### src/rtl/uh_pkg.sv
// Shared constants and types for the half-buffered serial port
package uh_pkg;

    // ------------------------------------------------------------
    // Register map (byte addresses on the APB bus)
    // ------------------------------------------------------------
    localparam int          UH_ADDR_W      = 12;
    localparam logic [11:0] UH_OFF_CTRL    = 12'h000;  // uart_control_reg
    localparam logic [11:0] UH_OFF_RXBUF   = 12'h004;  // rx_holding_buffer
    localparam logic [11:0] UH_OFF_MODE    = 12'h008;  // frame_mode_reg
    localparam logic [11:0] UH_OFF_BRT     = 12'h00c;  // bit_period_count
    localparam logic [11:0] UH_OFF_RXSTAT  = 12'h010;  // rx_error_status
    localparam logic [11:0] UH_OFF_TXBUF   = 12'h014;  // tx_holding_buffer
    localparam logic [11:0] UH_OFF_TXSTAT  = 12'h030;  // transmit status
    localparam logic [11:0] UH_OFF_INTF    = 12'h038;  // uart_interrupt_source_flags

    // ------------------------------------------------------------
    // Field positions
    // ------------------------------------------------------------
    localparam int UH_CTRL_RUN     = 0;   // uart_run_enable
    localparam int UH_CTRL_TXRUN   = 1;   // tx_run_enable
    localparam int UH_MODE_CK_LSB  = 1;   // generator_clock_select, 2 bits
    localparam int UH_MODE_RSS     = 6;   // sample_shift_select
    localparam int UH_MODE_LEN_LSB = 8;   // data length code, 2 bits
    localparam int UH_MODE_PAR_LSB = 10;  // parity code, 2 bits
    localparam int UH_MODE_STP     = 12;  // two stop bits
    localparam int UH_MODE_NEG     = 13;  // negative logic
    localparam int UH_MODE_DIR     = 14;  // MSB first
    localparam int UH_STAT_FER     = 0;   // framing_error_flag
    localparam int UH_STAT_OER     = 1;   // overrun_error_flag
    localparam int UH_STAT_PER     = 2;   // parity_error_flag
    localparam int UH_TXSTAT_FULL  = 3;   // tx_buffer_full
    localparam int UH_INT_RX       = 0;   // rx_irq_flag
    localparam int UH_INT_TX       = 1;   // tx_irq_flag

    // ------------------------------------------------------------
    // Widths, codes and reset values
    // ------------------------------------------------------------
    localparam int          UH_BRT_W      = 14;
    localparam logic [13:0] UH_BRT_RST    = 14'h3fff;
    localparam logic [1:0]  UH_CK_LOW     = 2'h0;
    localparam logic [1:0]  UH_CK_HIGH    = 2'h2;
    localparam logic [2:0]  UH_LAST_BIT8  = 3'h7;
    localparam logic [7:0]  UH_DATA_MASK8 = 8'hff;

    // Transmit and receive sequencers, Gray coded along the frame
    typedef enum logic [2:0] {
        UH_TX_IDLE  = 3'h0,
        UH_TX_START = 3'h1,
        UH_TX_DATA  = 3'h3,
        UH_TX_PAR   = 3'h2,
        UH_TX_STOP  = 3'h6
    } uh_tx_state_t;

    typedef enum logic [2:0] {
        UH_RX_IDLE  = 3'h0,
        UH_RX_START = 3'h1,
        UH_RX_DATA  = 3'h3,
        UH_RX_PAR   = 3'h2,
        UH_RX_STOP  = 3'h6
    } uh_rx_state_t;

endpackage

### src/rtl/uh_uart.sv
// Half-buffered asynchronous serial port with APB registers
//
// What this block does
// [RQ1] Transmit flag set by request, cleared writing one
// [RQ2] Frame: start, 5-8 data, optional parity, stop
// [RQ3] One or two stops; LSB or MSB first
// [RQ4] Negative logic inverts output and input lines
// [RQ5] Generator counts selected clock, up to 16384
// [RQ6] Bit lasts programmed count plus one ticks
// [RQ7] Transmit starts on enable and data, any order
// [RQ8] Start, data, parity, stop on transfer-clock falls
// [RQ9] Transmit request raised when start bit begins
// [RQ10] Buffer write sets full; request after stop bit
// [RQ11] No pending data: halt, clear enable, request
// [RQ12] Host refills between request and stop end
// [RQ13] Receiver idles until a start edge appears
// [RQ14] Receive clock starts at detection, mid-bit samples
// [RQ15] Received data copied to buffer after last bit
// [RQ16] Next sample: request, check stop and parity
// [RQ17] Reception runs until software clears enable
// [RQ18] Start bit sampled on generator clock ticks
// [RQ19] Sample point shiftable one tick earlier
// [RQ20] Receive DMA request while a character waits
// [RQ21] Transmit DMA request while holding buffer empty
// [RQ22] Overrun when unread character is overwritten
// [RQ23] Sample point is half count, or minus one
// [RQ24] Full flag clears when data enters shifter
// [RQ25] Any error status write clears all errors
// [RQ26] Parity bit makes ones count even or odd
//
// The address map and register access over APB were chosen for this implementation.
`timescale 1ns/100ps
module uh_uart
    import uh_pkg::*;
(
    // Clock and reset
    input  wire logic        sys_clk,
    input  wire logic        rst_n,
    // APB slave
    input  wire logic        psel,
    input  wire logic        penable,
    input  wire logic        pwrite,
    input  wire logic [11:0] paddr,
    input  wire logic [31:0] pwdata,
    output logic      [31:0] prdata,
    output logic             pready,
    output logic             pslverr,
    // Generator clock sources, one-cycle ticks on sys_clk
    input  wire logic        lowSpeedTick,
    input  wire logic        highSpeedTick,
    // Serial line
    input  wire logic        rxdPin,
    output logic             txdPin,
    // Requests
    output logic             txIrqReq,
    output logic             rxIrqReq,
    output logic             txDmaReq,
    output logic             rxDmaReq
);

    // ------------------------------------------------------------
    // State
    // ------------------------------------------------------------
    typedef struct packed {
        logic               runEn;
        logic               txRunEn;
        logic [1:0]         clkSel;
        logic               rss;
        logic [1:0]         lenSel;
        logic [1:0]         parSel;
        logic               stop2;
        logic               neg;
        logic               msbFirst;
        logic [13:0]        brt;
        logic [31:0]        rdData;
        logic [7:0]         txHold;
        logic               txFull;
        logic [7:0]         txSh;
        uh_tx_state_t       txSt;
        logic [2:0]         txIdx;
        logic               txStopIdx;
        logic               txd;
        logic               rxMeta;
        logic               rxSync;
        uh_rx_state_t       rxSt;
        logic [2:0]         rxIdx;
        logic [7:0]         rxSh;
        logic               rxPar;
        logic               rxStartBad;
        logic [7:0]         rxBuf;
        logic               rxUnread;
        logic               ovrPend;
        logic               perFlag;
        logic               oerFlag;
        logic               ferFlag;
        logic               txIrqFlag;
        logic               rxIrqFlag;
        logic               txIrqPulse;
        logic               rxIrqPulse;
    } uh_state_t;

    uh_state_t s_r;
    uh_state_t s_nxt;

    logic        genTick;
    logic [13:0] txCnt;
    logic        txWrap;
    logic [13:0] rxCnt;
    logic        rxWrap;
    logic [13:0] halfCnt;
    logic [13:0] samplePt;
    logic        rxSample;
    logic        rxBit;
    logic [2:0]  lastIdx;
    logic [7:0]  dataMask;
    logic        parEn;
    logic        parOdd;
    logic        wrEn;
    logic        rdSetup;
    logic        mapped;
    logic [31:0] rdMux;

    // ------------------------------------------------------------
    // Frame decode and generator clock
    // ------------------------------------------------------------
    // Only the two documented sources run the generator; other codes stall it
    assign genTick  = (s_r.clkSel == UH_CK_HIGH) ? highSpeedTick :
                      (s_r.clkSel == UH_CK_LOW)  ? lowSpeedTick  : 1'b0;  // see [RQ5]
    assign lastIdx  = UH_LAST_BIT8 - {1'b0, s_r.lenSel};                  // see [RQ2]
    assign dataMask = UH_DATA_MASK8 >> s_r.lenSel;
    assign parEn    = !s_r.parSel[1];
    assign parOdd   = s_r.parSel[0];
    assign rxBit    = s_r.rxSync ^ s_r.neg;                                // see [RQ4]

    // Sample point; with a count of zero or one the shift would wrap, so clamp
    assign halfCnt  = s_r.brt >> 1;
    assign samplePt = (s_r.rss && halfCnt != '0) ? halfCnt - 1'b1 : halfCnt; // see [RQ19] [RQ23]
    assign rxSample = (s_r.rxSt != UH_RX_IDLE) && genTick && (rxCnt == samplePt); // see [RQ14]

    // Two bit timers: both sides run the same period, each from its own origin
    uh_bit_timer #(.W(UH_BRT_W)) u_tx_timer (
        .sys_clk (sys_clk),
        .rst_n   (rst_n),
        .run     (s_r.txSt != UH_TX_IDLE),
        .tick    (genTick),
        .top     (s_r.brt),                 // see [RQ6]
        .count   (txCnt),
        .wrap    (txWrap)
    );

    uh_bit_timer #(.W(UH_BRT_W)) u_rx_timer (
        .sys_clk (sys_clk),
        .rst_n   (rst_n),
        .run     (s_r.rxSt != UH_RX_IDLE),  // see [RQ14]
        .tick    (genTick),
        .top     (s_r.brt),
        .count   (rxCnt),
        .wrap    (rxWrap)
    );

    // ------------------------------------------------------------
    // APB decode and read data
    // ------------------------------------------------------------
    assign wrEn    = psel && penable && pwrite;
    assign rdSetup = psel && !penable && !pwrite;

    // Read view of every register; reserved bits read as zero
    always_comb begin
        mapped = 1'b1;
        rdMux  = '0;
        case (paddr)
            UH_OFF_CTRL: begin
                rdMux[UH_CTRL_RUN]   = s_r.runEn;
                rdMux[UH_CTRL_TXRUN] = s_r.txRunEn;
            end
            UH_OFF_RXBUF: rdMux[7:0] = s_r.rxBuf;
            UH_OFF_MODE: begin
                rdMux[UH_MODE_CK_LSB +: 2]  = s_r.clkSel;
                rdMux[UH_MODE_RSS]          = s_r.rss;
                rdMux[UH_MODE_LEN_LSB +: 2] = s_r.lenSel;
                rdMux[UH_MODE_PAR_LSB +: 2] = s_r.parSel;
                rdMux[UH_MODE_STP]          = s_r.stop2;
                rdMux[UH_MODE_NEG]          = s_r.neg;
                rdMux[UH_MODE_DIR]          = s_r.msbFirst;
            end
            UH_OFF_BRT:  rdMux[UH_BRT_W-1:0] = s_r.brt;
            UH_OFF_RXSTAT: begin
                rdMux[UH_STAT_FER] = s_r.ferFlag;
                rdMux[UH_STAT_OER] = s_r.oerFlag;
                rdMux[UH_STAT_PER] = s_r.perFlag;
            end
            UH_OFF_TXBUF:  rdMux[7:0] = s_r.txHold;
            UH_OFF_TXSTAT: rdMux[UH_TXSTAT_FULL] = s_r.txFull;
            UH_OFF_INTF: begin
                rdMux[UH_INT_RX] = s_r.rxIrqFlag;
                rdMux[UH_INT_TX] = s_r.txIrqFlag;
            end
            default: mapped = 1'b0;
        endcase
    end

    // ------------------------------------------------------------
    // Next state
    // ------------------------------------------------------------
    // Software clears come first and hardware sets after, so a set wins
    always_comb begin
        s_nxt            = s_r;
        s_nxt.txIrqPulse = 1'b0;
        s_nxt.rxIrqPulse = 1'b0;
        s_nxt.rxMeta     = rxdPin;
        s_nxt.rxSync     = s_r.rxMeta;

        // Read data is captured in the setup cycle so the access phase needs no wait
        if (rdSetup) begin
            s_nxt.rdData = rdMux;
        end

        // Flag clears by software
        if (wrEn && paddr == UH_OFF_INTF) begin
            if (pwdata[UH_INT_TX]) begin
                s_nxt.txIrqFlag = 1'b0;                                    // see [RQ1]
            end
            if (pwdata[UH_INT_RX]) begin
                s_nxt.rxIrqFlag = 1'b0;
            end
        end
        if (wrEn && paddr == UH_OFF_RXSTAT) begin
            s_nxt.perFlag = 1'b0;                                          // see [RQ25]
            s_nxt.oerFlag = 1'b0;
            s_nxt.ferFlag = 1'b0;
        end
        if (wrEn && paddr == UH_OFF_TXSTAT) begin
            s_nxt.txFull = 1'b0;
        end
        if (psel && penable && !pwrite && paddr == UH_OFF_RXBUF) begin
            s_nxt.rxUnread = 1'b0;
        end

        // Transmit sequencer, one step per bit period end
        case (s_r.txSt)
            UH_TX_IDLE: begin
                // Enable and data may arrive in either order
                if (s_r.txRunEn && s_r.txFull) begin                       // see [RQ7]
                    s_nxt.txSh       = s_r.txHold;
                    s_nxt.txFull     = 1'b0;                               // see [RQ24]
                    s_nxt.txSt       = UH_TX_START;
                    s_nxt.txd        = 1'b0;                               // see [RQ8]
                    s_nxt.txIrqPulse = 1'b1;                               // see [RQ9]
                end
            end
            UH_TX_START: begin
                if (txWrap) begin
                    s_nxt.txSt  = UH_TX_DATA;
                    s_nxt.txIdx = '0;
                    s_nxt.txd   = s_r.msbFirst ? s_r.txSh[lastIdx] : s_r.txSh[0]; // see [RQ3]
                end
            end
            UH_TX_DATA: begin
                if (txWrap) begin
                    if (s_r.txIdx == lastIdx) begin
                        s_nxt.txStopIdx = 1'b0;
                        if (parEn) begin
                            s_nxt.txSt = UH_TX_PAR;
                            s_nxt.txd  = ^(s_r.txSh & dataMask) ^ parOdd;  // see [RQ26]
                        end else begin
                            s_nxt.txSt = UH_TX_STOP;
                            s_nxt.txd  = 1'b1;
                        end
                    end else begin
                        s_nxt.txIdx = s_r.txIdx + 1'b1;
                        s_nxt.txd   = s_r.msbFirst ? s_r.txSh[lastIdx - s_r.txIdx - 1'b1]
                                                   : s_r.txSh[s_r.txIdx + 1'b1];  // see [RQ2]
                    end
                end
            end
            UH_TX_PAR: begin
                if (txWrap) begin
                    s_nxt.txSt = UH_TX_STOP;
                    s_nxt.txd  = 1'b1;
                end
            end
            UH_TX_STOP: begin
                if (txWrap) begin
                    if (s_r.stop2 && !s_r.txStopIdx) begin
                        s_nxt.txStopIdx = 1'b1;                            // see [RQ3]
                    end else if (s_r.txRunEn && s_r.txFull) begin
                        // Refilled in time: next frame follows with no idle gap
                        s_nxt.txSh       = s_r.txHold;                     // see [RQ12]
                        s_nxt.txFull     = 1'b0;                           // see [RQ24]
                        s_nxt.txSt       = UH_TX_START;
                        s_nxt.txd        = 1'b0;
                        s_nxt.txIrqPulse = 1'b1;                           // see [RQ10]
                    end else begin
                        s_nxt.txSt       = UH_TX_IDLE;
                        s_nxt.txRunEn    = 1'b0;                           // see [RQ11]
                        s_nxt.txIrqPulse = 1'b1;
                    end
                end
            end
            default: s_nxt.txSt = UH_TX_IDLE;
        endcase

        // Receive sequencer
        case (s_r.rxSt)
            UH_RX_IDLE: begin
                // Line is looked at only on generator ticks
                if (s_r.runEn && genTick && !rxBit) begin                  // see [RQ13] [RQ18]
                    s_nxt.rxSt       = UH_RX_START;
                    s_nxt.rxSh       = '0;
                    s_nxt.rxStartBad = 1'b0;
                end
            end
            UH_RX_START: begin
                if (rxSample) begin
                    s_nxt.rxStartBad = rxBit;
                end
                if (rxWrap) begin
                    s_nxt.rxSt  = UH_RX_DATA;
                    s_nxt.rxIdx = '0;
                end
            end
            UH_RX_DATA: begin
                if (rxSample) begin
                    if (s_r.msbFirst) begin
                        s_nxt.rxSh[lastIdx - s_r.rxIdx] = rxBit;           // see [RQ3]
                    end else begin
                        s_nxt.rxSh[s_r.rxIdx] = rxBit;
                    end
                end
                if (rxWrap) begin
                    if (s_r.rxIdx != lastIdx) begin
                        s_nxt.rxIdx = s_r.rxIdx + 1'b1;
                    end else if (parEn) begin
                        s_nxt.rxSt = UH_RX_PAR;
                    end else begin
                        s_nxt.rxBuf    = s_nxt.rxSh;                       // see [RQ15]
                        s_nxt.ovrPend  = s_r.rxUnread;
                        s_nxt.rxUnread = 1'b1;
                        s_nxt.rxSt     = UH_RX_STOP;
                    end
                end
            end
            UH_RX_PAR: begin
                if (rxSample) begin
                    s_nxt.rxPar = rxBit;
                end
                if (rxWrap) begin
                    s_nxt.rxBuf    = s_r.rxSh;                             // see [RQ15]
                    s_nxt.ovrPend  = s_r.rxUnread;                         // see [RQ22]
                    s_nxt.rxUnread = 1'b1;                                 // see [RQ20]
                    s_nxt.rxSt     = UH_RX_STOP;
                end
            end
            UH_RX_STOP: begin
                // Back to idle at mid stop bit so the next start edge is not missed
                if (rxSample) begin
                    s_nxt.rxIrqPulse = 1'b1;                               // see [RQ16]
                    if (s_r.rxStartBad || !rxBit) begin
                        s_nxt.ferFlag = 1'b1;
                    end
                    if (parEn && (^(s_r.rxSh & dataMask) ^ parOdd ^ s_r.rxPar)) begin
                        s_nxt.perFlag = 1'b1;                              // see [RQ26]
                    end
                    if (s_r.ovrPend) begin
                        s_nxt.oerFlag = 1'b1;                              // see [RQ22]
                    end
                    s_nxt.rxSt = UH_RX_IDLE;
                end
            end
            default: s_nxt.rxSt = UH_RX_IDLE;
        endcase

        // Dropping the enable abandons a frame; the buffer keeps its last capture
        if (!s_r.runEn) begin
            s_nxt.rxSt = UH_RX_IDLE;                                       // see [RQ17]
        end

        // Interrupt source flags, set by the request pulses
        if (s_nxt.txIrqPulse) begin
            s_nxt.txIrqFlag = 1'b1;                                        // see [RQ1]
        end
        if (s_nxt.rxIrqPulse) begin
            s_nxt.rxIrqFlag = 1'b1;
        end

        // Register writes; a software enable beats the end-of-frame clear
        if (wrEn) begin
            case (paddr)
                UH_OFF_CTRL: begin
                    s_nxt.runEn   = pwdata[UH_CTRL_RUN];
                    s_nxt.txRunEn = pwdata[UH_CTRL_TXRUN];
                end
                UH_OFF_MODE: begin
                    s_nxt.clkSel   = pwdata[UH_MODE_CK_LSB +: 2];
                    s_nxt.rss      = pwdata[UH_MODE_RSS];
                    s_nxt.lenSel   = pwdata[UH_MODE_LEN_LSB +: 2];
                    s_nxt.parSel   = pwdata[UH_MODE_PAR_LSB +: 2];
                    s_nxt.stop2    = pwdata[UH_MODE_STP];
                    s_nxt.neg      = pwdata[UH_MODE_NEG];
                    s_nxt.msbFirst = pwdata[UH_MODE_DIR];
                end
                UH_OFF_BRT: s_nxt.brt = pwdata[UH_BRT_W-1:0];              // see [RQ5]
                UH_OFF_TXBUF: begin
                    s_nxt.txHold = pwdata[7:0];
                    s_nxt.txFull = 1'b1;                                   // see [RQ10]
                end
                default: ;
            endcase
        end
    end

    // ------------------------------------------------------------
    // State register
    // ------------------------------------------------------------
    always_ff @(posedge sys_clk) begin
        if (!rst_n) begin
            s_r        <= '0;
            s_r.brt    <= UH_BRT_RST;
            s_r.txd    <= 1'b1;
            s_r.rxMeta <= 1'b1;
            s_r.rxSync <= 1'b1;
        end else begin
            s_r <= s_nxt;
        end
    end

    // ------------------------------------------------------------
    // Outputs
    // ------------------------------------------------------------
    assign prdata   = s_r.rdData;
    assign pready   = 1'b1;
    assign pslverr  = psel && penable && !mapped;
    assign txdPin   = s_r.txd ^ s_r.neg;                                   // see [RQ4]
    assign txIrqReq = s_r.txIrqPulse;
    assign rxIrqReq = s_r.rxIrqPulse;
    assign txDmaReq = !s_r.txFull;                                         // see [RQ21]
    assign rxDmaReq = s_r.rxUnread;                                        // see [RQ20]

endmodule

### src/rtl/uh_bit_timer.sv
// Bit period counter clocked by generator ticks
`timescale 1ns/100ps
module uh_bit_timer
    import uh_pkg::*;
#(
    parameter int W = UH_BRT_W
) (
    // Clock and reset
    input  wire logic         sys_clk,
    input  wire logic         rst_n,
    // Control
    input  wire logic         run,
    input  wire logic         tick,
    input  wire logic [W-1:0] top,
    // Status
    output logic      [W-1:0] count,
    output logic              wrap
);

    typedef struct packed {
        logic [W-1:0] cnt;
    } uh_timer_state_t;

    uh_timer_state_t s_r;
    uh_timer_state_t s_nxt;

    // A period is top plus one ticks; idle holds the count at zero
    assign wrap  = run && tick && (s_r.cnt == top);
    assign count = s_r.cnt;

    // Next count
    always_comb begin
        s_nxt = s_r;
        if (!run || wrap) begin
            s_nxt.cnt = '0;
        end else if (tick) begin
            s_nxt.cnt = s_r.cnt + 1'b1;
        end
    end

    // State register
    always_ff @(posedge sys_clk) begin
        if (!rst_n) begin
            s_r <= '0;
        end else begin
            s_r <= s_nxt;
        end
    end

endmodule

### config.mk
export PLATFORM = sky130hd
export DESIGN_NAME = uh_uart
export DESIGN_NICKNAME = d
export VERILOG_FILES = /design/src/rtl/uh_pkg.sv /design/src/rtl/uh_uart.sv /design/src/rtl/uh_bit_timer.sv
export SDC_FILE = /design/constraint.sdc
export NUM_CORES = 1
export LEC_CHECK = 0
export ABC_AREA = 1
export ABC_CLOCK_PERIOD_IN_PS = 2400
export BUFFER_PORTS_ARGS = -buffer_cell sky130_fd_sc_hd__buf_4
export CORE_MARGIN = 4
export CORE_UTILIZATION = 46
export CTS_BUF_LIST = sky130_fd_sc_hd__clkbuf_8 sky130_fd_sc_hd__clkbuf_16
export DETAILED_ROUTE_END_ITERATION = 16
export HOLD_SLACK_MARGIN = 0.05
export PLACE_DENSITY = 0.73
export SYNTH_ARGS = -nofsm -noshare
export SYNTH_HDL_FRONTEND = slang
export SYNTH_SLANG_ARGS = --single-unit
### constraint.sdc
create_clock -name sys_clk -period 2.4 [get_ports sys_clk]
set_input_delay 0.12 -clock sys_clk [delete_from_list [all_inputs] [get_ports sys_clk]]
set_output_delay 0.12 -clock sys_clk [all_outputs]
set_load 0.02 [all_outputs]
==> impl_metrics.env <==
export IMPL_top_layer_used="met4"
export IMPL_port_buffers=55
export IMPL_rows=48
export IMPL_drt_iter0_drc=862
export IMPL_syn_avg_cell_area_um2=6.78
export IMPL_wl_met2_mm=11.8
export IMPL_die_w_um=141
export IMPL_syn_inst=1198
export IMPL_hold_viol_final=0
export IMPL_wl_per_cell_um=16.4
export IMPL_hold_path_class="in2reg"
export IMPL_cap_violations=0
export IMPL_end_kind="flop"
export IMPL_final_net_count=1372
export IMPL_area_growth_pct=24.4
export IMPL_vias=8359
export IMPL_grt_max_degree=25
export IMPL_hpwl_mm=18.4
export IMPL_drive_above_1_share_pct=19.4
export IMPL_cts_sinks=129
export IMPL_finalMaxSlewViolations=0
export IMPL_leakage_nw=4.20
export IMPL_worst_slack_ps=40.3
export IMPL_n_fill_cell=1561
export IMPL_relSlewSlack_pct=53.4
export IMPL_worstPathRequired_ps=2720
export IMPL_cts_root_buf="clkbuf_16"
export IMPL_clock_latency_ps=430
export IMPL_post_route_period_util_pct=98.3
export IMPL_setup_violations_final=0
export IMPL_routabilityCongestion=0.949
export IMPL_wirelength_mm=25.4
export IMPL_io_pins=91
export IMPL_synth_distinct_cells=49
export IMPL_insertedDiodeCount=0
export IMPL_start_util_pct=46.9
export IMPL_fin_skew_ps=8.08
export IMPL_postLayoutCoreUtil_pct=58.4
export IMPL_async_flop_share_pct=0
export IMPL_finalCriticalPeriod_ps=2360
export IMPL_arrival_ps=2680
export IMPL_ys_flop_type="dfxtp_1"
export IMPL_worst_pin_slew_ps=698
export IMPL_fin_setup_tns_ps=0
export IMPL_ys_seq_area_share_pct=31.8
export IMPL_ir_drop_uv=560
export IMPL_grt_first_pass_wirelength_mm=39.4
export IMPL_die_area_mm2=0.0198
export IMPL_htreeDepth=4
export IMPL_crit_type="reg2reg"
export IMPL_gr_total_overflow=0
export IMPL_drtPass1Iterations=6
export IMPL_cts_buffers=17
export IMPL_antenna_found_initial=0
export IMPL_cp_max_fo=6
export IMPL_viasPerCell=5.41
export IMPL_grt_usage_pct=24.6
export IMPL_fp_dieH_um=141
export IMPL_synth_area_mm2=0.00812
export IMPL_ys_seq_elements=129
export IMPL_rsz0062_at_grt="yes"
export IMPL_path_clk_slew_ps=60
export IMPL_synth_edf_count=0
export IMPL_drc=0
export IMPL_yosysWarnings=0
export IMPL_first_global_vias=7629
export IMPL_status="finished clean"
export IMPL_timing_fmax_mhz=424
export IMPL_dr_wl_met3_mm=1.81
export IMPL_met1_length_mm=10.8
export IMPL_final_antenna_net_count=0
export IMPL_place_ws_ps=28.6
export IMPL_powerDensity_mw_per_mm2=519
export IMPL_ctsLongestPathBuffers=2
export IMPL_fin_total_pwr_mw=5.24
export IMPL_coreArea_mm2=0.0173
export IMPL_cts_tree="built"
export IMPL_critPathLaunchType="flop"
==> kinds of logic after synthesis <==
kind of cell	Yosys count	share of synthesized area, %
other cells	2	0.0925
fa+ha+maj	12	2.03
flops	129	31.8
compound gates	251	18.2
xor+xnor	57	6.15
simple gates	508	28.1
buf+inv	239	13.6
==> sequential cells by signal (all words and copies together), names as in the netlist <==
signal and cells:
s_nxt 1, rxDmaReq 1, prdata 15, u_rx_timer.count 14, parOdd 1, txIrqReq 1, rxIrqReq 1, u_tx_timer.count 14
halfCnt 13, s_r 68
==> report_power, final <==
| group | internal (mW) | switching, mW | leakage [nW] |
|---|---|---|---|
| clock | 1.57 | 1.07 | 0.282 |
| sequential | 2.16 | 0.0288 | 1.04 |
| combinational | 0.166 | 0.244 | 2.88 |
| total | 3.90 | 1.34 | 4.20 |
==> area by class of cell <==
cell class,count,area [um^2],share of cell area (%)
multi-input combinational,850,4790,47.5
sequential,129,2610,25.9
timing repair buffer,153,1230,12.1
inverter,157,589,5.84
clock buffer,18,439,4.35
tap,225,282,2.79
clock inverter,14,155,1.54
==> per-stage QoR <==
stage,cells,hold WS (ps),area [um^2]
floorplan,1214,227,8180
global placement,1483,307,8900
detailed placement,1483,310,8900
CTS,1533,60.0,9680
global route,1546,79.8,10100
finish,1546,56.6,10100
==> Yosys cell counts, types with 20 or more instances <==
library cell | count | share of area (%)
dfxtp_1 | 129 | 32
xor2_1 | 32 | 3.5
clkbuf_1 | 29 | 1.3
nor2_1 | 113 | 5.2
buf_4 | 35 | 3.2
nand3_1 | 92 | 5.7
nor3_1 | 35 | 2.2
o21ai_0 | 67 | 4.1
nand2_1 | 208 | 9.6
xnor2_1 | 25 | 2.7
inv_1 | 155 | 7.2
nand4_1 | 20 | 1.5
a21oi_1 | 97 | 6.0
o211ai_1 | 24 | 2.2
==> final timing paths <==
check	slack [ps]	to	startpoint	cells after the start
worst min-delay path	60	s_r[18]	rst_n	3
worst min register to register	420	s_r[33]	s_nxt[33]	1
worst max-delay path	40	s_r[17]	halfCnt[8]	16
worst max register to register	40	s_r[17]	halfCnt[8]	16
==> critical path, cell delays in order (launching register included) <==
cell	delay [ps]
dfxtp_2	350
nor2_4	120
nand2_1	110
nor2_4	240
a21oi_4	100
buf_4	140
nand3_1	60
nand2_1	50
nor2_1	80
nand2_1	110
nor2_4	260
nand2_8	140
nor2_8	170
buf_12	140
nand2_4	40
nand3_2	70
a21oi_2	50
==> metal layers <==
layer  up-vias  global-route usage, %
li1       4160                      -
met1      3786                   32.2
met2       349                   39.8
met3        64                   4.92
met4         0                   10.0
met5         -                      0
==> layout by cell type, fill, tap and decap left out, drive strengths merged, types with 2 or more instances in the layout <==
cell	netlist	layout
a211oi	16	16
a21oi	98	98
a221oi	6	6
a31oi	5	5
and3	2	2
buf	52	135
bufinv	0	2
clkbuf	29	18
clkinv	2	5
clkinvlp	0	4
conb	2	18
dfxtp	129	129
dlygate4sd3	0	18
fa	2	2
ha	10	10
inv	155	160
nand2	214	217
nand3	93	93
nand4	21	21
nor2	124	125
nor3	36	36
nor3b	4	4
nor4	7	7
o211ai	24	24
o21ai	70	70
o21bai	10	10
o221ai	7	7
o22ai	5	5
o31ai	7	7
or2	6	6
xnor2	25	25
xor2	32	32
==> timing repair <==
action / in CTS / in global routing
pin swaps: 1 / 22
cloned: 0 / 4
gates resized for setup: 3 / 91
setup endpoints to repair: 7 / 34
buffers inserted: 0 / 9
endpoints found under the hold margin: 33 / 0
hold buffers: 18 / 0
Note: power is estimated with default switching activity, not from simulation.
